$ cat src/dacc_consts.svh
// Constants for the dual converter calibration and output control block.
`ifndef DACC_CONSTS_SVH
`define DACC_CONSTS_SVH
`define DACC_ADR_CTRL      8'h00
`define DACC_ADR_STATUS    8'h04
`define DACC_ADR_FSR       8'h08
`define DACC_CTRL_SWING    0
`define DACC_CTRL_DDR      1
`define DACC_CTRL_EDGE     2
`define DACC_CTRL_LDLY     3
`define DACC_CTRL_W        4
`define DACC_CTRL_RST      4'h1
`define DACC_ST_TRIM       0
`define DACC_ST_PD         1
`define DACC_ST_SERIAL     2
`define DACC_ST_OOR        3
`define DACC_ST_FSM_LO     4
`define DACC_ST_FSM_HI     7
`define DACC_FSR_RST       10'h2BC
`define DACC_FSR_MIN       10'h230
`define DACC_FSR_MAX       10'h348
`define DACC_FSR_PIN_HI    10'h366
`define DACC_FSR_PIN_LO    10'h28A
`define DACC_DLY_SHORT_CYC 32'h0200_0000
`define DACC_DLY_LONG_CYC  32'h8000_0000
`define DACC_CAL_CYC       16'h0400
`define DACC_CMD_MIN_CYC   7'h50
`define DACC_LAT_LATE      13
`define DACC_LAT_EARLY     14
`define DACC_SYNC_SETTLE   2'h3
`define DACC_IN_W          10
`define DACC_CODE_MID      11'sh080
`define DACC_CODE_TOP      11'sh0FF
`define DACC_CODE_MIN      8'h00
`define DACC_CODE_MAX      8'hFF
`define DACC_SYNC_W        11
`endif

$ cat src/dacc_pkg.sv
// Types shared by the dual converter calibration and output control block.
package dacc_pkg;
  typedef enum logic [1:0] {
    LVL_LOW  = 2'b00,
    LVL_HIGH = 2'b01,
    LVL_MID  = 2'b10
  } dacc_lvl_e;
  typedef enum logic [3:0] {
    ST_DELAY = 4'b0001,
    ST_HOLD  = 4'b0010,
    ST_IDLE  = 4'b0100,
    ST_CAL   = 4'b1000
  } dacc_state_e;
  typedef struct packed {
    logic       sat;
    logic [7:0] code;
  } dacc_smp_s;
  typedef struct packed {
    logic [7:0] ichan_late_bus;
    logic [7:0] ichan_early_bus;
    logic [7:0] qchan_late_bus;
    logic [7:0] qchan_early_bus;
    logic       out_of_range_flag;
  } dacc_bus_s;
  typedef struct packed {
    dacc_lvl_e output_swing_select;
    dacc_lvl_e output_transition_edge;
    dacc_lvl_e full_scale_select;
    dacc_lvl_e power_up_delay_select;
  } dacc_cfg_pins_s;
endpackage : dacc_pkg

$ cat src/dacc_top.sv
// Calibration sequencer, output pipeline and control mode logic.
//
// Function
// - Saturate codes to zeros or ones
// - Shared flag when either channel saturates
// - Each channel demultiplexed 1:2, half rate
// - Calibrate after power-up and on command
// - No calibration start in power-down
// - Command: 80 low then 80 high
// - Pin high at power-up holds calibration
// - Power-up delay two to 25 or 31
// - Power-down at power-up stops delay counter
// - Running flag high during every calibration
// - Latency 13 late, 14 early buses
// - Offset binary output coding
// - Convert every cycle, no start needed
// - Serial mode ignores four configuration pins
// - Pin range high 870, low 650
// - Serial range programmable 560 to 840
// - Mid-supply level equals floating input
// - Output swing normal or reduced
// - Running calibration finishes before power-down
// - Floating edge pin selects DDR
// - SDR edge pin selects rise or fall
//
// Decided for this implementation: register access over Wishbone and the register offsets.
`timescale 1ns/1ps
`include "dacc_consts.svh"
module dacc_top #(
  parameter logic [31:0] DLY_SHORT  = `DACC_DLY_SHORT_CYC,
  parameter logic [31:0] DLY_LONG   = `DACC_DLY_LONG_CYC,
  parameter logic [15:0] CAL_CYCLES = `DACC_CAL_CYC
) (
  input  wire logic                    sys_clk_i,
  input  wire logic                    rst_n_i,
  input  wire logic                    wb_cyc_i,
  input  wire logic                    wb_stb_i,
  input  wire logic                    wb_we_i,
  input  wire logic [7:0]              wb_adr_i,
  input  wire logic [31:0]             wb_dat_i,
  input  wire logic [3:0]              wb_sel_i,
  output logic      [31:0]             wb_dat_o,
  output logic                         wb_ack_o,
  input  wire logic                    trim_request_pin_i,
  input  wire logic                    power_down_pin_i,
  input  wire logic                    serial_mode_pin_i,
  input  wire dacc_pkg::dacc_cfg_pins_s cfg_pins_i,
  input  wire logic [`DACC_IN_W-1:0]   ichan_sample_i,
  input  wire logic [`DACC_IN_W-1:0]   qchan_sample_i,
  output dacc_pkg::dacc_bus_s          out_bus_o,
  output logic                         trim_in_progress_o,
  output logic                         power_down_o,
  output logic                         swing_normal_o,
  output logic                         ddr_mode_o,
  output logic                         edge_rise_o,
  output logic      [9:0]              full_scale_mv_o
);
  import dacc_pkg::*;

  // ==========================================================
  // Helpers
  // ==========================================================
  // Mid-supply reads the same as floating; both count as high.
  function automatic logic lvl_high(input dacc_lvl_e l);
    lvl_high = (l != LVL_LOW);
  endfunction : lvl_high

  function automatic dacc_smp_s enc(input logic [`DACC_IN_W-1:0] v);
    logic signed [`DACC_IN_W:0] b;
    b = $signed({v[`DACC_IN_W-1], v}) + `DACC_CODE_MID;
    if (b < 0)
      enc = '{sat: 1'b1, code: `DACC_CODE_MIN};
    else if (b > `DACC_CODE_TOP)
      enc = '{sat: 1'b1, code: `DACC_CODE_MAX};
    else
      enc = '{sat: 1'b0, code: b[7:0]};
  endfunction : enc

  // ==========================================================
  // Pin synchronisers
  // ==========================================================
  logic [`DACC_SYNC_W-1:0] s1_reg;
  logic [`DACC_SYNC_W-1:0] s2_reg;
  logic [`DACC_SYNC_W-1:0] s3_reg;
  logic [`DACC_SYNC_W-1:0] filt_reg;
  wire  [`DACC_SYNC_W-1:0] pins_raw = {trim_request_pin_i, power_down_pin_i,
                                       serial_mode_pin_i, cfg_pins_i};

  genvar gi;
  generate
    for (gi = 0; gi < `DACC_SYNC_W; gi++)
    begin : g_sync
      always_ff @(posedge sys_clk_i)
      begin
        if (!rst_n_i)
        begin
          s1_reg[gi]   <= 1'b0;
          s2_reg[gi]   <= 1'b0;
          s3_reg[gi]   <= 1'b0;
          filt_reg[gi] <= 1'b0;
        end
        else
        begin
          s1_reg[gi] <= pins_raw[gi];
          s2_reg[gi] <= s1_reg[gi];
          s3_reg[gi] <= s2_reg[gi];
          if (s2_reg[gi] == s3_reg[gi])
            filt_reg[gi] <= s3_reg[gi];
        end
      end
    end
  endgenerate

  wire            trim_s   = filt_reg[10];
  wire            pd_s     = filt_reg[9];
  wire            serial_s = filt_reg[8];
  dacc_cfg_pins_s cfg_s;
  assign cfg_s = filt_reg[7:0];

  // ==========================================================
  // Register file on classic Wishbone
  // ==========================================================
  logic [`DACC_CTRL_W-1:0] ctrl_reg;
  logic [9:0]              fsr_reg;
  logic [9:0]              fsr_next;
  logic                    ack_reg;
  logic [31:0]             rdat_reg;
  dacc_state_e             state_reg;
  logic                    pd_active_reg;
  dacc_bus_s               out_reg;
  wire wb_req = wb_cyc_i && wb_stb_i && !ack_reg;

  always_comb
  begin
    fsr_next = fsr_reg;
    if (wb_sel_i[0])
      fsr_next[7:0] = wb_dat_i[7:0];
    if (wb_sel_i[1])
      fsr_next[9:8] = wb_dat_i[9:8];
    if (fsr_next < `DACC_FSR_MIN)
      fsr_next = `DACC_FSR_MIN;
    else if (fsr_next > `DACC_FSR_MAX)
      fsr_next = `DACC_FSR_MAX;
  end

  always_ff @(posedge sys_clk_i)
  begin
    if (!rst_n_i)
    begin
      ctrl_reg <= `DACC_CTRL_RST;
      fsr_reg  <= `DACC_FSR_RST;
    end
    else if (wb_req && wb_we_i)
    begin
      if (wb_adr_i == `DACC_ADR_CTRL && wb_sel_i[0])
        ctrl_reg <= wb_dat_i[`DACC_CTRL_W-1:0];
      if (wb_adr_i == `DACC_ADR_FSR)
        fsr_reg <= fsr_next;
    end
  end

  always_ff @(posedge sys_clk_i)
  begin
    if (!rst_n_i)
    begin
      ack_reg  <= 1'b0;
      rdat_reg <= 32'h0000_0000;
    end
    else
    begin
      ack_reg  <= wb_req;
      rdat_reg <= 32'h0000_0000;
      if (wb_req && !wb_we_i)
      begin
        case (wb_adr_i)
          `DACC_ADR_CTRL:
            rdat_reg[`DACC_CTRL_W-1:0] <= ctrl_reg;
          `DACC_ADR_FSR:
            rdat_reg[9:0] <= fsr_reg;
          `DACC_ADR_STATUS:
          begin
            rdat_reg[`DACC_ST_TRIM]   <= trim_in_progress_o;
            rdat_reg[`DACC_ST_PD]     <= pd_active_reg;
            rdat_reg[`DACC_ST_SERIAL] <= serial_s;
            rdat_reg[`DACC_ST_OOR]    <= out_reg.out_of_range_flag;
            rdat_reg[`DACC_ST_FSM_HI:`DACC_ST_FSM_LO] <= state_reg;
          end
          default:
            rdat_reg <= 32'h0000_0000;
        endcase
      end
    end
  end

  assign wb_ack_o = ack_reg;
  assign wb_dat_o = rdat_reg;

  // ==========================================================
  // Configuration selection
  // ==========================================================
  // Pins are ignored entirely in serial mode; switching modes while
  // running simply swaps the source, no settling is attempted.
  always_ff @(posedge sys_clk_i)
  begin
    if (!rst_n_i)
    begin
      swing_normal_o  <= 1'b1;
      ddr_mode_o      <= 1'b0;
      edge_rise_o     <= 1'b0;
      full_scale_mv_o <= `DACC_FSR_PIN_LO;
    end
    else if (serial_s)
    begin
      swing_normal_o  <= ctrl_reg[`DACC_CTRL_SWING];
      ddr_mode_o      <= ctrl_reg[`DACC_CTRL_DDR];
      edge_rise_o     <= ctrl_reg[`DACC_CTRL_EDGE];
      full_scale_mv_o <= fsr_reg;
    end
    else
    begin
      swing_normal_o  <= lvl_high(cfg_s.output_swing_select);
      ddr_mode_o      <= (cfg_s.output_transition_edge == LVL_MID);
      edge_rise_o     <= (cfg_s.output_transition_edge == LVL_HIGH);
      full_scale_mv_o <= lvl_high(cfg_s.full_scale_select) ?
                         `DACC_FSR_PIN_HI : `DACC_FSR_PIN_LO;
    end
  end

  wire long_dly = serial_s ? ctrl_reg[`DACC_CTRL_LDLY] :
                  lvl_high(cfg_s.power_up_delay_select);
  wire [31:0] dly_target = long_dly ? DLY_LONG : DLY_SHORT;

  // ==========================================================
  // Calibration command filter
  // ==========================================================
  logic [6:0] lo_cnt_reg;
  logic [6:0] hi_cnt_reg;
  logic       lo_ok_reg;
  wire cmd_pulse = trim_s && lo_ok_reg && !pd_s &&
                   hi_cnt_reg == `DACC_CMD_MIN_CYC - 7'h1;

  always_ff @(posedge sys_clk_i)
  begin
    if (!rst_n_i || pd_s)
    begin
      lo_cnt_reg <= 7'h00;
      hi_cnt_reg <= 7'h00;
      lo_ok_reg  <= 1'b0;
    end
    else if (!trim_s)
    begin
      hi_cnt_reg <= 7'h00;
      if (hi_cnt_reg != 7'h00)
      begin
        lo_ok_reg  <= 1'b0;
        lo_cnt_reg <= 7'h01;
      end
      else if (lo_cnt_reg == `DACC_CMD_MIN_CYC - 7'h1)
        lo_ok_reg <= 1'b1;
      else
        lo_cnt_reg <= lo_cnt_reg + 7'h1;
    end
    else if (!lo_ok_reg)
      lo_cnt_reg <= 7'h00;
    else if (hi_cnt_reg == `DACC_CMD_MIN_CYC - 7'h1)
    begin
      lo_ok_reg  <= 1'b0;
      lo_cnt_reg <= 7'h00;
      hi_cnt_reg <= 7'h00;
    end
    else
      hi_cnt_reg <= hi_cnt_reg + 7'h1;
  end

  // ==========================================================
  // Calibration sequencer
  // ==========================================================
  logic [31:0] dly_cnt_reg;
  logic [15:0] cal_cnt_reg;
  logic [1:0]  settle_reg;
  logic        strap_done_reg;
  logic        strap_hi_reg;

  // The request pin level is caught once the synchroniser has settled.
  always_ff @(posedge sys_clk_i)
  begin
    if (!rst_n_i)
    begin
      settle_reg     <= 2'h0;
      strap_done_reg <= 1'b0;
      strap_hi_reg   <= 1'b0;
    end
    else if (settle_reg != `DACC_SYNC_SETTLE)
      settle_reg <= settle_reg + 2'h1;
    else if (!strap_done_reg)
    begin
      strap_done_reg <= 1'b1;
      // The filter output only settles at this very edge, so the strap is
      // taken from the agreeing stages to avoid reading the reset value.
      strap_hi_reg   <= (s2_reg[10] == s3_reg[10]) ? s3_reg[10] :
                        trim_s;
    end
  end

  always_ff @(posedge sys_clk_i)
  begin
    if (!rst_n_i)
    begin
      state_reg   <= ST_DELAY;
      dly_cnt_reg <= 32'h0000_0000;
      cal_cnt_reg <= 16'h0000;
    end
    else
    begin
      case (state_reg)
        ST_DELAY:
          if (!pd_s)
          begin
            if (dly_cnt_reg == dly_target - 32'h1)
              state_reg <= strap_hi_reg ? ST_HOLD : ST_CAL;
            else
              dly_cnt_reg <= dly_cnt_reg + 32'h1;
          end
        ST_HOLD:
          if (cmd_pulse)
            state_reg <= ST_CAL;
        ST_IDLE:
          if (cmd_pulse)
            state_reg <= ST_CAL;
        ST_CAL:
          // Power-down is not checked here so the run always completes.
          if (cal_cnt_reg == CAL_CYCLES - 16'h1)
          begin
            state_reg   <= ST_IDLE;
            cal_cnt_reg <= 16'h0000;
          end
          else
            cal_cnt_reg <= cal_cnt_reg + 16'h1;
        default:
          state_reg <= ST_DELAY;
      endcase
    end
  end

  always_ff @(posedge sys_clk_i)
  begin
    if (!rst_n_i)
    begin
      trim_in_progress_o <= 1'b0;
      pd_active_reg      <= 1'b0;
    end
    else
    begin
      trim_in_progress_o <= (state_reg == ST_CAL);
      pd_active_reg      <= pd_s && (state_reg != ST_CAL);
    end
  end

  assign power_down_o = pd_active_reg;

  // ==========================================================
  // Output pipeline and 1:2 demultiplexer
  // ==========================================================
  dacc_smp_s ipipe [0:`DACC_LAT_EARLY-1];
  dacc_smp_s qpipe [0:`DACC_LAT_EARLY-1];
  logic      phase_reg;
  dacc_smp_s i_enc;
  dacc_smp_s q_enc;
  assign i_enc = enc(ichan_sample_i);
  assign q_enc = enc(qchan_sample_i);

  always_ff @(posedge sys_clk_i)
  begin
    if (!rst_n_i)
    begin
      for (int k = 0; k < `DACC_LAT_EARLY; k++)
      begin
        ipipe[k] <= '0;
        qpipe[k] <= '0;
      end
    end
    else
    begin
      ipipe[0] <= i_enc;
      qpipe[0] <= q_enc;
      for (int k = 1; k < `DACC_LAT_EARLY; k++)
      begin
        ipipe[k] <= ipipe[k-1];
        qpipe[k] <= qpipe[k-1];
      end
    end
  end

  // Both buses load on alternate edges; early carries the older sample.
  always_ff @(posedge sys_clk_i)
  begin
    if (!rst_n_i)
    begin
      phase_reg <= 1'b0;
      out_reg   <= '0;
    end
    else
    begin
      phase_reg <= !phase_reg;
      if (phase_reg && !pd_active_reg)
      begin
        out_reg.ichan_late_bus  <= ipipe[`DACC_LAT_LATE-1].code;
        out_reg.ichan_early_bus <= ipipe[`DACC_LAT_EARLY-1].code;
        out_reg.qchan_late_bus  <= qpipe[`DACC_LAT_LATE-1].code;
        out_reg.qchan_early_bus <= qpipe[`DACC_LAT_EARLY-1].code;
        out_reg.out_of_range_flag <= ipipe[`DACC_LAT_LATE-1].sat |
                                     ipipe[`DACC_LAT_EARLY-1].sat |
                                     qpipe[`DACC_LAT_LATE-1].sat |
                                     qpipe[`DACC_LAT_EARLY-1].sat;
      end
    end
  end

  assign out_bus_o = out_reg;

  // ==========================================================
  // Assertions
  // ==========================================================
  // Counts edges since reset so latency checks skip the unfilled pipeline.
  logic [4:0] fill_reg;
  always_ff @(posedge sys_clk_i)
  begin
    if (!rst_n_i)
      fill_reg <= 5'h00;
    else if (fill_reg != 5'h1F)
      fill_reg <= fill_reg + 5'h01;
  end

  logic [7:0] hi_run_reg;
  always_ff @(posedge sys_clk_i)
  begin
    if (!rst_n_i || !trim_s)
      hi_run_reg <= 8'h00;
    else if (hi_run_reg != 8'hFF)
      hi_run_reg <= hi_run_reg + 8'h1;
  end
endmodule : dacc_top

$ cat config.mk
export PLATFORM = sky130hd
export DESIGN_NAME = dacc_top
export DESIGN_NICKNAME = d
export VERILOG_FILES = /design/src/dacc_pkg.sv /design/src/dacc_top.sv
export VERILOG_INCLUDE_DIRS = /design/src
export SDC_FILE = /design/constraint.sdc
export NUM_CORES = 1
export LEC_CHECK = 0
export BUFFER_PORTS_ARGS = -buffer_cell sky130_fd_sc_hd__buf_4
export CORE_ASPECT_RATIO = 1.1
export CORE_UTILIZATION = 35
export CTS_BUF_LIST = sky130_fd_sc_hd__clkbuf_4 sky130_fd_sc_hd__clkbuf_8
export DETAILED_ROUTE_END_ITERATION = 8
export GPL_ROUTABILITY_DRIVEN = 0
export PLACE_DENSITY = 0.48
export SLEW_MARGIN = 20
export SYNTH_ARGS = -nofsm -noshare
export SYNTH_HDL_FRONTEND = slang
export SYNTH_SLANG_ARGS = --single-unit
$ cat constraint.sdc
create_clock -name sys_clk_i -period 5.7 [get_ports sys_clk_i]
set_input_delay 0.285 -clock sys_clk_i [delete_from_list [all_inputs] [get_ports sys_clk_i]]
set_output_delay 0.285 -clock sys_clk_i [all_outputs]
set_load 0.01 [all_outputs]
# == Word level (Yosys, flattened, before mapping) ==
# Memory sizes are Yosys's and may differ from the RTL's.
# Cells that the tools add are included.
# word_totals
ff_bits,211
ramBits,252
output_inout_bits,81
wordCells,253
memories,2
# classes
add_sub_neg,8
n_lt_le_gt_ge,6
eq_ne,31
muxes,66
n_bitwise,36
n_reduce_logical,33
# memory_table
memory,words,word_bits,read_ports,rd_ports_with_merged_regs,wr,line_no,source
ipipe,14,9,14,0,14,dacc_top.sv:364,dacc_smp_s ipipe [0:`DACC_LAT_EARLY-1];
qpipe,14,9,14,0,14,dacc_top.sv:365,dacc_smp_s qpipe [0:`DACC_LAT_EARLY-1];
# ops
op,count
$mux 9,33
$mux 7,6
$add 32x1->32 const B,1
$eq 32x32->1,1
$mux 32,1
$sub 32x1->32 const B,1
$or 1x1->1,31
$mux 10,3
$pmux 4 s3,2
$add 10x9->11 const B,2
$gt 11x9->1 const B,2
$lt 11x1->1 const B,2
$mux 4,5
$add 16x1->16 const B,1
$eq 16x10->1 const B,1
$mux 16,1
$add 7x1->7 const B,2
$eq 7x7->1 const B,2
$mux 1,12
$eq 1x1->1,11
$gt 10x10->1 const B,1
$logic_and 1x1->1,10
$lt 10x10->1 const B,1
$reduce_and 2->1,5
other kinds (27),43

# == Longest topological paths before layout ==
# logic_depth
depth_word,8
mapped_depth,8

# == Worst setup path before layout ==
# No wires, ideal clock.
# synth_timing
path_type,register to register
start,reg state_reg[1]
end,reg dly_cnt_reg[22]
setup_time_ns,0.070
t_arrival_ns,2.392
required_ns,5.630
slack_ns,3.238
path_stages_with_launch,9
n_path_buf,3
period_less_slack_ns,2.462
path_cell_list,dfxtp_1 > buf_6 > or4b_4 > or2_1 > buf_6 > or4_4 > buf_6 > or4_1 > a21oi_1
# synth_via
elab_chain_len,2
# synth_lines
element,line_no,source
from (decl),dacc_top.sv:128,dacc_state_e state_reg;
from (signal assigned),dacc_top.sv:320,state_reg <= strap_hi_reg ? ST_HOLD : ST_CAL;
$eq 4x1->1,dacc_top.sv:315,case (state_reg)
$reduce_and 3->1 (no line),-,
to (signal assigned),dacc_top.sv:322,dly_cnt_reg <= dly_cnt_reg + 32'h1;
to (decl),dacc_top.sv:278,logic [31:0] dly_cnt_reg;
# Every way passes these cells.
# A chain may end at the register's enable or synchronous reset.

# == Final worst setup path ==
# layout_timing
start,reg state_reg[0]
end,reg dly_cnt_reg[23]
# Same word-level chain as after synthesis.

==> flow_summary.ini <==
[routing]
drt-total-wl_um = 27300
drc = 0
antenna_left = 0
initialDrtViolationCount = 404
via_per_inst = 4.50
drt_first_pass_iters = 5
vias = 9985
avgRoutedWirePerCell_um = 12.3

[floorplan]
core_um2 = 41500
die_w_um = 198
io_pins = 161
dieArea_um2 = 43100
rows = 78
die_height_um = 218
start_util_pct = 35.6

[global_routing]
grt_use_total_pct = 13.0
grt_pass1_vias = 9633
grt_pass1_wl_um = 45800
grt_max_degree = 163
antenna_found_initial = 0
grt-ovfl-total = 0

[critical_path]
setup.worst_path.start_class = flip-flop
setup.worst_path.end = dly_cnt_reg[23]
cp_max_fo = 16
ff2ff_path_depth = 5
path_class = flip-flop to flip-flop
reg2reg_setup_slack_ns = 2.62
arrival_ns = 3.56
required_ns = 6.18
startpoint = state_reg[0]
crit_path_end_kind = flip-flop
r2r-start = state_reg[0]
r2r_end = dly_cnt_reg[23]

[power_and_ir_drop]
cellPowerDensity_nw_per_um2 = 340
p_int_mw = 4.79
switching_share_pct = 20.9
switchingPower_mw = 1.27
p_seq_share_pct = 51.9
ir_worst_vdd_uv = 187
clkPwrFrac_pct = 44.9
leakagePower_nw = 7.04
combPwrFrac_pct = 3.2

[final_layout]
drive_gt1_share_pct = 15.4
nNetsFinal = 1702
final_core_util_pct = 42.9
diodes = 0
final_cell_area_um2 = 17800
area_growth_pct = 20.4

[yosys]
ys_top_cells_by_area = dfxtp_1 60%, and2_1 12%, nand2_1 3.2%
yosys.cell_count.top_type = dfxtp_1
synth_ff_type = dfxtp_1
synthesis.area_um2 = 14800
ys_types = 64
synth_top_area_cell = dfxtp_1
avgSynthCellArea_um2 = 10.1
yosysWarnings = 0
synthTopCellsByCount = 441 x dfxtp_1, 278 x and2_1, 128 x nand2_1
synth-seq-cells = 441
synth_top_area_share_pct = 59.7
ys_seq_area_share_pct = 59.7
syn_inst = 1464
ys_async_sr_fraction_pct = 0
synth-edff-count = 0

[placement]
pre_cts_slack_ns = 2.44
portBuffers = 114
dpl_cell_area_um2 = 16000
hpwl_um = 16400

[sta]
maxSlewViolCount = 0
rsz0062_at_grt = false
tightest_slew_ns = 0.994
setup_ws_ns = 2.62
finClkSkew_ns = 0.0167
hold_viol_final = 0
finalSetupViolCount = 0
relSlewSlack_pct = 33.6
fmax_mhz = 325
timing.hold.ws_ns = 0.0919
fin_tns_setup_ns = 0
timing.final.crit_share_pct = 54.0
final.min_clock_period_ns = 3.08

[clocking]
cts_buffer_depth = 3
ctsResizeCount = 0
path_clk_slew_ns = 0.06
cts_root_buf = clkbuf_8
htree_levels = 3
clock-sinks = 441
cts_made_buffers = 73
clock_latency_ns = 0.59
cts_tree = built

[job]
maxCapViolations = 0

[min_path]
hold_class = primary input to flip-flop

[outcome]
status = completed
==> how the worst min path moves through the flow <==
stage	depth (start not counted)	start	slack (ns)	endpoint
finish	3	wb_we_i	0.09	fsr_reg[8]
global route	3	wb_we_i	0.08	wb_dat_o[6]
CTS	3	wb_we_i	0.03	fsr_reg[8]
detailed placement	1	ipipe[0][22]	0.42	ipipe[0][31]
global placement	1	qpipe[0][13]	0.41	qpipe[0][22]
floorplan	1	ichan_sample_i[7]	0.39	ipipe[0][7]
==> per-stage QoR <==
step	power, mW	instances
6_report	6.06	2217
2_1_floorplan	3.33	1485
4_1_cts	6.20	2217
5_1_grt	6.38	2217
3_3_place_gp	3.39	2064
3_5_place_dp	3.39	2064
==> logic make-up (layout without fill, tap and decap cells) <==
family                   Yosys count  count (layout)  synth area share, %
XOR/XNOR                          26              26                 1.54
AND/OR/NAND/NOR                  647             647                 24.5
AO/OA/AOI/OAI                    197             197                 8.15
buffers and inverters            121             293                 3.83
other                              1              22               0.0254
adder cells (fa/ha/maj)           11              11                0.914
multiplexers                      20              20                 1.35
flip-flops                       441             441                 59.7
==> per-layer routing <==
layer	vias up	track usage, %	routed length [um]
met1	4570	15.5	12400
met3	56	3.37	1560
li1	5142	-	-
met5	-	0	0
met2	217	21.4	12600
met4	0	6.59	730
==> what timing repair did <==
item                      4_1_cts  5_1_grt
hold buffers                   33        0
hold endpoints to repair       36        0
buffers inserted                0        0
==> worst max-delay path, stage by stage (launching register included) <==
cell and delay, ns:
dfxtp_1 0.48, or4b_4 0.56, nor4_4 0.44, nand4_1 0.54, or4b_2 0.79, a21oi_1 0.15
==> power groups by stage <==
stage | combinational [mW] | sequential [mW] | clock (mW)
final | 0.195 | 3.15 | 2.72
after global placement | 0.178 | 3.21 | 0
after global routing | 0.221 | 3.15 | 3.01
after CTS | 0.199 | 3.14 | 2.86
after floorplan | 0.125 | 3.21 | 0
after detailed placement | 0.180 | 3.21 | 0
==> cell usage in the layout (no fill, tap or decap), drive strengths merged, types with 13 or more instances in the layout <==
| cell | Yosys | routed |
|---|---|---|
| a21oi | 86 | 86 |
| and2 | 278 | 278 |
| buf | 30 | 119 |
| clkbuf | 70 | 117 |
| conb | 1 | 22 |
| dfxtp | 441 | 441 |
| dlygate4sd3 | 0 | 33 |
| inv | 21 | 20 |
| mux2i | 20 | 20 |
| nand2 | 128 | 128 |
| nand2b | 14 | 14 |
| nand3 | 26 | 26 |
| nand4 | 28 | 28 |
| nor2 | 74 | 74 |
| o21a | 14 | 14 |
| o21ai | 35 | 35 |
| o31ai | 13 | 13 |
| or4 | 18 | 18 |
| xor2 | 16 | 16 |
==> cell type report <==
| class | instances | area [um2] |
|---|---|---|
| clock buffer | 117 | 1440 |
| timing repair buffer | 152 | 1240 |
| multi-input combinational | 923 | 5500 |
| sequential | 441 | 8830 |
| fill | 4041 | 23700 |
| inverter | 21 | 80.1 |
| tap | 560 | 701 |
| clock inverter | 3 | 20.0 |
No activity file was read; power rests on OpenSTA's default activity.
